File: config.mk
export PLATFORM = sky130hd
export DESIGN_NAME = rx_word_aligner
export DESIGN_NICKNAME = d
export VERILOG_FILES = /design/src/common/rx_align_pkg.sv /design/src/hdl/rx_word_aligner.sv /design/src/hdl/ser_to_par.sv
export SDC_FILE = /design/constraint.sdc
export NUM_CORES = 1
export LEC_CHECK = 0
export BUFFER_PORTS_ARGS = -buffer_cell sky130_fd_sc_hd__buf_2
export CORE_ASPECT_RATIO = 1.1
export CORE_MARGIN = 2
export CORE_UTILIZATION = 35
export DETAILED_ROUTE_END_ITERATION = 16
export GPL_TIMING_DRIVEN = 0
export PLACE_DENSITY = 0.54
export SYNTH_ARGS = -nofsm -noshare
export SYNTH_HDL_FRONTEND = slang
export SYNTH_HIERARCHICAL = 1
export SYNTH_SLANG_ARGS = --single-unit
File: constraint.sdc
create_clock -name clk -period 5.8 [get_ports clk]
set_input_delay 0.87 -clock clk [delete_from_list [all_inputs] [get_ports clk]]
set_output_delay 0.87 -clock clk [all_outputs]
set_load 0.005 [all_outputs]
File: src/common/rx_align_pkg.sv
// Constants for the receive word aligner: register map, fields, codes, times.
// Assumes one 50 MHz clock; shared by the aligner top and the deserializer.
package rx_align_pkg;
	// Register byte offsets
	localparam logic [7:0] CTRL_OFS = 8'h00;
	localparam logic [7:0] PATTERN_OFS = 8'h04;
	localparam logic [7:0] LOCK_OFS = 8'h08;
	localparam logic [7:0] TXCTL_OFS = 8'h0c;
	localparam logic [7:0] STATUS_OFS = 8'h10;
	localparam logic [7:0] DATA_OFS = 8'h14;
	// Control, lock and transmit control field positions
	localparam int CTRL_WIDTH10 = 0;
	localparam int CTRL_COMPL = 1;
	localparam int CTRL_PAT10 = 2;
	localparam int CTRL_ALIGN_EN = 3;
	localparam int CTRL_MODE_LO = 4;
	localparam int CTRL_RX_RST = 6;
	localparam int LOCK_REF = 0;
	localparam int LOCK_DATA = 1;
	localparam int LOCK_USED = 2;
	localparam int TX_PCIE = 0;
	localparam int TX_IDLE = 1;
	localparam int TX_DET = 2;
	// Reset values
	localparam logic [6:0] CTRL_RST = 7'h00;
	localparam logic [9:0] PATTERN_RST = 10'h17c;
	localparam logic [2:0] LOCK_RST = 3'h0;
	localparam logic [1:0] TXCTL_RST = 2'h0;
	// Comma K28.5 (negative disparity form) in first-bit-in-LSB order
	localparam logic [9:0] COMMA_K285 = 10'h17c;
	localparam logic [9:0] MASK_10 = 10'h3ff;
	localparam logic [9:0] MASK_7 = 10'h07f;
	localparam logic [3:0] WIDTH_8 = 4'h8;
	localparam logic [3:0] WIDTH_10 = 4'ha;
	// Commas needed on one boundary before the protocol mode reports sync
	localparam logic [1:0] SYNC_NEED = 2'h3;
	// Timing
	localparam int CLK_MHZ = 50;
	localparam int PPM_SETTLE_NS = 1000;
	localparam int PPM_SETTLE_CYC = (PPM_SETTLE_NS * CLK_MHZ + 999) / 1000;
	localparam int DET_PULSE_NS = 2000;
	localparam int DET_PULSE_CYC = (DET_PULSE_NS * CLK_MHZ + 999) / 1000;
	localparam logic [7:0] SETTLE_LAST = 8'(PPM_SETTLE_CYC - 1);
	localparam logic [7:0] DET_LAST = 8'(DET_PULSE_CYC - 1);
	// Alignment modes
	typedef enum logic [1:0] {
		MODE_MANUAL = 2'b00,
		MODE_AUTO = 2'b01,
		MODE_PRBS = 2'b10
	} align_mode_t;
	// Recovery unit lock modes
	typedef enum logic [1:0] {
		LOCK_TO_REF = 2'b00,
		LOCK_TO_DATA = 2'b01
	} lock_state_t;
	// Protocol sync states
	typedef enum logic [1:0] {
		SYNC_ACQ = 2'b00,
		SYNC_LOCKED = 2'b01
	} sync_state_t;
endpackage

File: src/hdl/rx_word_aligner.sv
// Receive front end: lock mode choice, deserializer, word aligner, tx idle.
// Assumes clk runs at least at the bit rate, with serValid marking each bit, and an AHB-Lite master.
// Operation
// - Lock inputs choose reference, data or automatic
// - Unused lock inputs give automatic lock
// - Automatic mode switches on phase and ppm
// - Bit strobe feeds deserializer, same clock as the rest
// - First serial bit is the word LSB
// - Deserializer ignores symbol boundaries
// - Aligner runs on the same clock, once per word strobe
// - One programmable pattern, 7 or 10 bits
// - Exact match or pattern plus complement
// - Found pattern lands in output LSBs
// - Lowest, earliest match wins
// - Lock boundary, raise sync and detect
// - Protocol mode uses K28.5 and sync machine
// - Test mode adds K28.5 comma alignment to the programmed pattern
// - Force idle puts transmitter idle, PCIe only
// - Receiver detect only while transmitter idle
// - Manual lock gives one-cycle sync pulse
// - Detect pulses on alignment and repeated pattern
`timescale 1ns/1ps
module rx_word_aligner (
	// Clock and reset
	input wire logic clk,
	input wire logic srst,
	// AHB-Lite slave
	input wire logic hsel,
	input wire logic [7:0] haddr,
	input wire logic [1:0] htrans,
	input wire logic hwrite,
	input wire logic [2:0] hsize,
	input wire logic [31:0] hwdata,
	input wire logic hready,
	output logic hreadyout,
	output logic hresp,
	output logic [31:0] hrdata,
	// Serial input, one recovered bit per strobe
	input wire logic serBit,
	input wire logic serValid,
	// Recovery unit detectors
	input wire logic ppmInRange,
	input wire logic phaseLocked,
	output logic lockToData,
	// Aligned parallel output
	output logic [9:0] alignedWord,
	output logic alignedValid,
	output logic syncStatus,
	output logic patternDetect,
	// Transmitter idle and receiver detect
	output logic txElecIdle,
	output logic detPulse,
	input wire logic detSense
);
	import rx_align_pkg::*;

	// Software registers
	logic [6:0] ctrl_reg; // Width, complement, pattern size, enable, mode, reset
	logic [9:0] pattern_reg; // Programmed pattern, first bit in LSB
	logic [2:0] lock_reg; // Manual lock bits and in-use flag
	logic [1:0] txctl_reg; // PCIe mode and force idle
	// Bus data phase
	logic wrPend_reg; // Write awaiting its data phase
	logic [7:0] wrAddr_reg; // Address of that write
	// Aligner state
	logic [9:0] prev_reg; // Previous word, the older half of the window
	logic [3:0] boundary_reg; // Locked bit offset
	logic aligned_reg; // Boundary has been locked
	sync_state_t sync_reg; // Protocol sync state
	logic [1:0] commaCnt_reg; // Commas seen on the boundary
	// Recovery unit lock
	lock_state_t lock_reg2; // Automatic mode state
	logic [7:0] settle_reg; // Cycles the ppm detector stayed good
	// Receiver detect
	logic [7:0] detCnt_reg; // Pulse cycle count
	logic detPresent_reg; // Last detect result
	// Combinational
	logic [9:0] parWord; // Deserializer output
	logic parValid;
	logic [19:0] window; // Previous and current word joined
	logic [9:0] matchVec; // One bit per candidate offset
	logic [9:0] matchPat, matchMask;
	logic matchCompl, found, onBoundary, width10;
	logic [3:0] firstHit;
	align_mode_t mode;
	logic rxReset, wrEn;
	logic [19:0] shifted;
	logic lockNow, syncGain; // New boundary taken, protocol sync reached
	logic [3:0] useBound; // Shift used for the word now leaving

	assign width10 = ctrl_reg[CTRL_WIDTH10];
	assign mode = align_mode_t'(ctrl_reg[CTRL_MODE_LO +: 2]);
	assign rxReset = srst || ctrl_reg[CTRL_RX_RST];
	assign hreadyout = 1'b1; // Zero wait states; every access completes
	assign hresp = 1'b0; // Always OKAY
	assign wrEn = wrPend_reg && hready;

	// Deserializer on the recovered bit strobe; words leave unaligned
	ser_to_par u_deser (
		.clk(clk),
		.srst(srst),
		.serBit(serBit),
		.serValid(serValid),
		.width10(width10),
		.parWord(parWord),
		.parValid(parValid)
	);

	// Address phase capture for writes
	always_ff @(posedge clk) begin
		if (srst) begin
			wrPend_reg <= 1'b0;
			wrAddr_reg <= '0;
		end else if (hready) begin
			wrPend_reg <= hsel && htrans[1] && hwrite;
			wrAddr_reg <= haddr;
		end
	end

	// Register writes in the data phase; patterns are LSB first
	always_ff @(posedge clk) begin
		if (srst) begin
			ctrl_reg <= CTRL_RST;
			pattern_reg <= PATTERN_RST;
			lock_reg <= LOCK_RST;
			txctl_reg <= TXCTL_RST;
		end else if (wrEn) begin
			unique case (wrAddr_reg)
				CTRL_OFS: ctrl_reg <= hwdata[6:0];
				PATTERN_OFS: pattern_reg <= hwdata[9:0];
				LOCK_OFS: lock_reg <= hwdata[2:0];
				TXCTL_OFS: txctl_reg <= hwdata[1:0];
				default: ; // Unmapped or read-only: ignored
			endcase
		end
	end

	// Read data loaded at the address phase, so it stands in the data phase
	always_ff @(posedge clk) begin
		if (srst) begin
			hrdata <= '0;
		end else if (hready && hsel && htrans[1] && !hwrite) begin
			unique case (haddr)
				CTRL_OFS: hrdata <= {25'h0, ctrl_reg};
				PATTERN_OFS: hrdata <= {22'h0, pattern_reg};
				LOCK_OFS: hrdata <= {29'h0, lock_reg};
				TXCTL_OFS: hrdata <= {30'h0, txctl_reg};
				STATUS_OFS: hrdata <= {20'h0, aligned_reg, detPresent_reg,
					detPulse, txElecIdle, 1'b0, lockToData, boundary_reg,
					patternDetect, syncStatus};
				DATA_OFS: hrdata <= {22'h0, alignedWord};
				default: hrdata <= '0;
			endcase
		end
	end

	// Pattern choice: protocol mode forces the comma with its complement
	always_comb begin
		if (mode == MODE_AUTO) begin
			matchPat = COMMA_K285;
			matchMask = MASK_10;
			matchCompl = 1'b1;
		end else begin
			matchPat = pattern_reg;
			matchMask = ctrl_reg[CTRL_PAT10] ? MASK_10 : MASK_7;
			matchCompl = ctrl_reg[CTRL_COMPL];
		end
	end

	// Older word in the low half, so a lower offset means received earlier
	assign window = width10 ? {parWord, prev_reg}
		: {4'h0, parWord[7:0], prev_reg[7:0]};

	// One comparator per candidate offset
	genvar gi;
	generate
		for (gi = 0; gi < 10; gi++) begin : g_match
			logic [9:0] slice;
			logic hitPat, hitK;
			assign slice = window[gi +: 10] & matchMask;
			assign hitPat = (slice == (matchPat & matchMask)) ||
				(matchCompl && slice == (~matchPat & matchMask));
			// Test mode also aligns on 8b/10b commas either polarity
			assign hitK = (mode == MODE_PRBS) && ((window[gi +: 10] == COMMA_K285)
				|| (window[gi +: 10] == ~COMMA_K285));
			assign matchVec[gi] = (width10 || gi < 8) && (hitPat || hitK);
		end
	endgenerate

	// Scan down from offset 9; the last hit, at the lowest offset, wins
	always_comb begin
		firstHit = '0;
		found = 1'b0;
		for (int i = 9; i >= 0; i--) begin
			if (matchVec[i]) begin
				firstHit = 4'(i);
				found = 1'b1;
			end
		end
	end

	assign onBoundary = matchVec[boundary_reg];

	// New lock this word: manual needs the enable, protocol mode ignores it
	assign lockNow = parValid && found && !(aligned_reg && onBoundary) &&
		(mode == MODE_AUTO ? sync_reg == SYNC_ACQ : ctrl_reg[CTRL_ALIGN_EN]);

	// Last needed comma on the boundary; sync rises with that word's strobe
	assign syncGain = parValid && (mode == MODE_AUTO) && (sync_reg == SYNC_ACQ) && found
		&& aligned_reg && (firstHit == boundary_reg) && (commaCnt_reg == SYNC_NEED - 2'h1);

	// Previous word keeps the window filled
	always_ff @(posedge clk) begin
		if (rxReset) begin
			prev_reg <= '0;
		end else if (parValid) begin
			prev_reg <= parWord;
		end
	end

	// Boundary lock: manual needs the enable, protocol mode ignores it
	always_ff @(posedge clk) begin
		if (rxReset) begin
			boundary_reg <= '0;
			aligned_reg <= 1'b0;
		end else if (lockNow) begin
			boundary_reg <= firstHit;
			aligned_reg <= 1'b1;
		end
	end

	// Protocol sync machine: enough commas on one boundary gives sync
	always_ff @(posedge clk) begin
		if (rxReset || mode != MODE_AUTO) begin
			sync_reg <= SYNC_ACQ;
			commaCnt_reg <= '0;
		end else if (parValid) begin
			unique case (sync_reg)
				SYNC_ACQ: begin
					if (found && aligned_reg && firstHit == boundary_reg) begin
						if (commaCnt_reg == SYNC_NEED - 2'h1) begin
							sync_reg <= SYNC_LOCKED;
						end
						commaCnt_reg <= commaCnt_reg + 2'h1;
					end else if (found) begin
						commaCnt_reg <= 2'h1; // New boundary, count restarts
					end
				end
				SYNC_LOCKED: ; // Held until receive reset or a mode change
			endcase
		end
	end

	// Output shift puts the boundary (and the pattern) in the LSBs
	// The locking word already uses the new offset, so detect carries the pattern
	assign useBound = lockNow ? firstHit : boundary_reg;
	assign shifted = window >> useBound;

	// Aligned data, sync and detect; data lag the word by one cycle
	always_ff @(posedge clk) begin
		if (rxReset) begin
			alignedWord <= '0;
			alignedValid <= 1'b0;
			syncStatus <= 1'b0;
			patternDetect <= 1'b0;
		end else begin
			alignedValid <= parValid;
			if (parValid) begin
				alignedWord <= width10 ? shifted[9:0] : {2'h0, shifted[7:0]};
			end
			// New lock or pattern on the current boundary
			patternDetect <= lockNow || (parValid && aligned_reg && onBoundary);
			if (mode == MODE_AUTO) begin
				syncStatus <= (sync_reg == SYNC_LOCKED) || syncGain;
			end else begin
				// One-cycle pulse on lock, or resync hint when not enabled
				syncStatus <= parValid && found && !(aligned_reg && onBoundary);
			end
		end
	end

	// Recovery unit lock: manual bits, or ppm and phase decide
	always_ff @(posedge clk) begin
		if (srst) begin
			lock_reg2 <= LOCK_TO_REF;
			settle_reg <= '0;
		end else begin
			unique case (lock_reg2)
				LOCK_TO_REF: begin
					// Data lock only after the frequency stays in range
					if (!ppmInRange) begin
						settle_reg <= '0;
					end else if (settle_reg == SETTLE_LAST) begin
						lock_reg2 <= LOCK_TO_DATA;
						settle_reg <= '0;
					end else begin
						settle_reg <= settle_reg + 8'h1;
					end
				end
				LOCK_TO_DATA: begin
					if (!ppmInRange || !phaseLocked) begin
						lock_reg2 <= LOCK_TO_REF;
					end
				end
			endcase
		end
	end

	// Force data beats force reference; unused bits fall back to automatic
	always_comb begin
		if (lock_reg[LOCK_USED] && lock_reg[LOCK_DATA]) begin
			lockToData = 1'b1;
		end else if (lock_reg[LOCK_USED] && lock_reg[LOCK_REF]) begin
			lockToData = 1'b0;
		end else begin
			lockToData = (lock_reg2 == LOCK_TO_DATA);
		end
	end

	// Electrical idle only honoured in PCIe mode
	assign txElecIdle = txctl_reg[TX_PCIE] && txctl_reg[TX_IDLE];

	// Receiver detect: start ignored unless the transmitter is idle
	always_ff @(posedge clk) begin
		if (srst) begin
			detCnt_reg <= '0;
			detPulse <= 1'b0;
			detPresent_reg <= 1'b0;
		end else if (detPulse) begin
			if (detCnt_reg == DET_LAST || !txElecIdle) begin
				detPulse <= 1'b0;
				detPresent_reg <= detSense && txElecIdle; // Reflection sample
			end
			detCnt_reg <= detCnt_reg + 8'h1;
		end else if (wrEn && wrAddr_reg == TXCTL_OFS && hwdata[TX_DET] && txElecIdle
			&& hwdata[TX_PCIE] && hwdata[TX_IDLE]) begin
			detPulse <= 1'b1;
			detCnt_reg <= '0;
		end
	end
endmodule

File: src/hdl/ser_to_par.sv
// Deserializer: gathers serial bits into 8- or 10-bit words.
// Assumes serial bits arrive one per qualified clock, synchronous to clk.
`timescale 1ns/1ps
module ser_to_par (
	// Clock and reset
	input wire logic clk,
	input wire logic srst,
	// Serial side
	input wire logic serBit,
	input wire logic serValid,
	input wire logic width10,
	// Parallel side
	output logic [9:0] parWord,
	output logic parValid
);
	import rx_align_pkg::*;

	logic [9:0] shift_reg; // Newest bit enters at the top
	logic [3:0] count_reg; // Bits gathered so far
	logic [3:0] width; // Word length in bits
	logic wordEnd; // Last bit of a word arrives

	assign width = width10 ? WIDTH_10 : WIDTH_8;
	// A count left above a new, shorter width wraps at once, not after 16 bits
	assign wordEnd = serValid && (count_reg >= width - 4'h1);

	// Shift in, first bit ends up least significant; no boundary search here
	always_ff @(posedge clk) begin
		if (srst) begin
			shift_reg <= '0;
			count_reg <= '0;
		end else if (serValid) begin
			shift_reg <= {serBit, shift_reg[9:1]};
			if (wordEnd) begin
				count_reg <= '0;
			end else begin
				count_reg <= count_reg + 4'h1;
			end
		end
	end

	// Word out when the count wraps; 8-bit words sit in the lower eight
	always_ff @(posedge clk) begin
		if (srst) begin
			parWord <= '0;
			parValid <= 1'b0;
		end else begin
			parValid <= wordEnd;
			if (wordEnd) begin
				if (width10) begin
					parWord <= {serBit, shift_reg[9:1]};
				end else begin
					parWord <= {2'h0, serBit, shift_reg[9:3]};
				end
			end
		end
	end
endmodule

==> flow_summary.ini <==
[placed_design]
globalplace.congestion = 1.03
dpl.hpwl_um = 40700
io_buffers = 54

[logic_synthesis]
ys_seq_area_frac = 0.213
ys_ff_latch = 117
synthTopCellsByCount = nor2_1 (151), dfxtp_1 (117), mux2i_1 (110)
async_flop_share = 0
yosysTopAreaCellShare = 0.213
synth_edf_count = 0
synth_top_cell_by_area = dfxtp_1
yosysMostFrequentCell = nor2_1
avgSynthCellArea_sq_um = 7.70
ys_top_cells_by_area = dfxtp_1 (21%), mux2i_1 (10%), nor2_1 (5.2%)
yosys_warnings = 6
synth_area_sq_um = 11000
synthFlopType = dfxtp_1
syn_inst = 1428
synth_cell_types = 94

[worst_setup_path]
reg2reg_from = pattern_reg[8]
rr_worst_depth = 15
worst-r2r-setup-slack_ns = 0.01
path_max_fanout = 10
r2r_end = alignedWord[1]
cp.required_ns = 6.17
path_delay_family = buffers and inverters
critPathSlowestCell = clkbuf_1
arrival_ns = 6.15
crit_top_cell = clkbuf_1
crit_path_start_kind = flip-flop
crit_chain = clkbuf_1, clkbuf_1, a22oi_1, o211ai_1, a21oi_1, o2111ai_1, o221ai_1, nor4bb_1, a41oi_2, o21ai_4, mux2i_1, buf_2, mux2_2, a311oi_1, and3_1
crit_type = reg -> reg
critPathMaxStageDelay_ns = 0.81
cp-end-kind = flip-flop
worst-path-buf-inv = 3
crit_cells = 15

[floorplan]
row_count = 68
ioPinCount = 105
core_sq_um = 31100
dieArea_sq_um = 32900
start_util = 0.353
die_y_um = 190
die_x_um = 173

[pwr]
power_per_cell_area_nw_per_um2 = 158
p_leak_nw = 4.63
peakVddDrop_v = 0.000287
power_mw = 1.98

[timing]
tightest_slew_ns = 1.27
finalHoldViolCount = 0
slew_headroom = 0.144
fin_tns_setup_ns = 0
finalSetupViolCount = 0
finalCritPeriodShare = 0.997
maxSlewViolCount = 0
clock_skew_ns = 0.00667
fmax_mhz = 173
rsz0062_at_grt = no
period_minus_slack_ns = 5.79

[detailed_routing]
dr.pass1.iters = 9
wl_per_cell_um = 27.8
dr_total_vias = 12400
ant_nets = 0
drt_iter0_markers = 1521
post-route-drc-count = 0
viasPerCell = 6.35
wirelength_um = 54300

[global_route]
grt_antenna_before_repair = 0
grt_pass1_vias = 11900
grt_max_degree = 17
grt_pass1_wl_um = 79600
gr-total-overflow = 0
grt_usage = 0.323

[clock_network]
clkTransAtPathRegs_ns = 0.06
h-tree-depth = 4
clk_path_buf_depth = 2
clock_sinks = 117
cts_hold_buf = 0
clk_latency_ns = 0.43
cts-buffers-inserted = 17
tritoncts = yes
clockRootBuffer = clkbuf_16

[finish]
nFillCells = 3359
area_delta_synth_final_pct = 13.5
final_core_util = 0.401
nNetsFinal = 1584
insertedDiodeCount = 0
largest_register_ffs = 12
drive_above_1_share = 0.158
top_register = hrdata

[min_path]
hp-start = hrdata[10]
hold_class = reg -> reg
hold_end = hrdata[10]
hold_depth = 2

[job]
max_cap_violations = 0

[run_status]
status = completed
-- how the worst max path moves through the flow --
stage | start | endpoint | slack (ns)
after floorplan | ctrl_reg[0] | alignedWord[1] | 1.66
final | pattern_reg[8] | alignedWord[1] | 0.01
after CTS | ctrl_reg[2] | alignedWord[1] | 0.14
after detailed placement | ctrl_reg[2] | alignedWord[1] | 0.16
after global placement | ctrl_reg[2] | alignedWord[1] | 0.02
after global routing | ctrl_reg[0] | alignedWord[4] | 0.003
-- final cells by class --
type                            instances  area (sq um)  share of cell area
Buffer                                165           881              0.0706
Clock buffer                           17           425              0.0341
Clock inverter                         15           170              0.0136
Inverter                               32           120             0.00962
Multi-Input combinational cell       1134          7750               0.621
Sequential cell                       117          2340               0.188
Tap cell                              420           526              0.0421
Timing Repair Buffer                   54           270              0.0216
-- per-stage QoR --
step / setup WS (ns) / area [sq um] / std cells / hold slack, ns
after floorplan: 1.66 / 11100 / 1448 / 0.436
after global placement: 0.0246 / 11900 / 1922 / 0.443
after detailed placement: 0.157 / 11900 / 1922 / 0.447
after CTS: 0.142 / 12500 / 1954 / 0.457
after global routing: 0.00323 / 12500 / 1954 / 0.479
final: 0.0150 / 12500 / 1954 / 0.455
-- logic make-up after synthesis --
group           share of synthesized area
mux                                 0.145
flops                               0.213
xor+xnor                           0.0628
buf+inv                            0.0909
compound gates                      0.238
other cells                      0.000683
fa+ha+maj                         0.00910
simple gates                        0.241
-- worst register-to-register path: stages, from the launching register on --
cell,delay (ns)
dfxtp_1,0.52
clkbuf_1,0.56
clkbuf_1,0.81
a22oi_1,0.22
o211ai_1,0.16
a21oi_1,0.12
o2111ai_1,0.26
o221ai_1,0.29
nor4bb_1,0.72
a41oi_2,0.23
o21ai_4,0.19
mux2i_1,0.48
buf_2,0.34
mux2_2,0.39
a311oi_1,0.24
and3_1,0.19
-- power breakdown --
group	internal (mW)	leakage [nW]	switching [mW]
Combinational	0.0384	3.40	0.0568
Sequential	0.811	0.945	0.00600
Clock	0.642	0.287	0.422
Total	1.49	4.63	0.485
-- layer usage --
metal,vias up,global-route usage,part of all wire
li1,5474,-,-
met1,5949,0.409,0.41
met2,786,0.510,0.44
met3,206,0.0554,0.089
met4,0,0.202,0.064
met5,-,0,0
-- cells in the final DEF (no fill, tap or decap), types with 9 or more instances in the layout --
| cell type | instances |
|---|---|
| clkbuf_1 | 66 |
| nand3_1 | 32 |
| nor2b_1 | 24 |
| a221oi_1 | 11 |
| buf_6 | 13 |
| nor2_1 | 151 |
| conb_1 | 22 |
| nor4_1 | 31 |
| clkbuf_16 | 17 |
| mux2i_1 | 110 |
| nor3b_1 | 12 |
| nand2_1 | 94 |
| o31ai_1 | 10 |
| and3_1 | 14 |
| mux2_2 | 24 |
| xor2_1 | 14 |
| nand4_1 | 24 |
| nor3_1 | 35 |
| a21oi_1 | 72 |
| a31oi_1 | 28 |
| buf_2 | 106 |
| and2_1 | 10 |
| o2111ai_1 | 10 |
| o32ai_1 | 12 |
| nand2b_1 | 20 |
| a32oi_1 | 18 |
| buf_4 | 26 |
| a22oi_1 | 12 |
| o22ai_1 | 25 |
| a211oi_1 | 9 |
| inv_1 | 30 |
| dfxtp_1 | 117 |
| o21ai_0 | 54 |
| o221ai_1 | 9 |
| xnor2_1 | 63 |
-- what timing repair did --
action,4_1_cts,5_1_grt
endpoints found under the setup margin,0,10
setup buffers,0,0
resized for setup,0,5
Power figures use the tool's default switching activity.
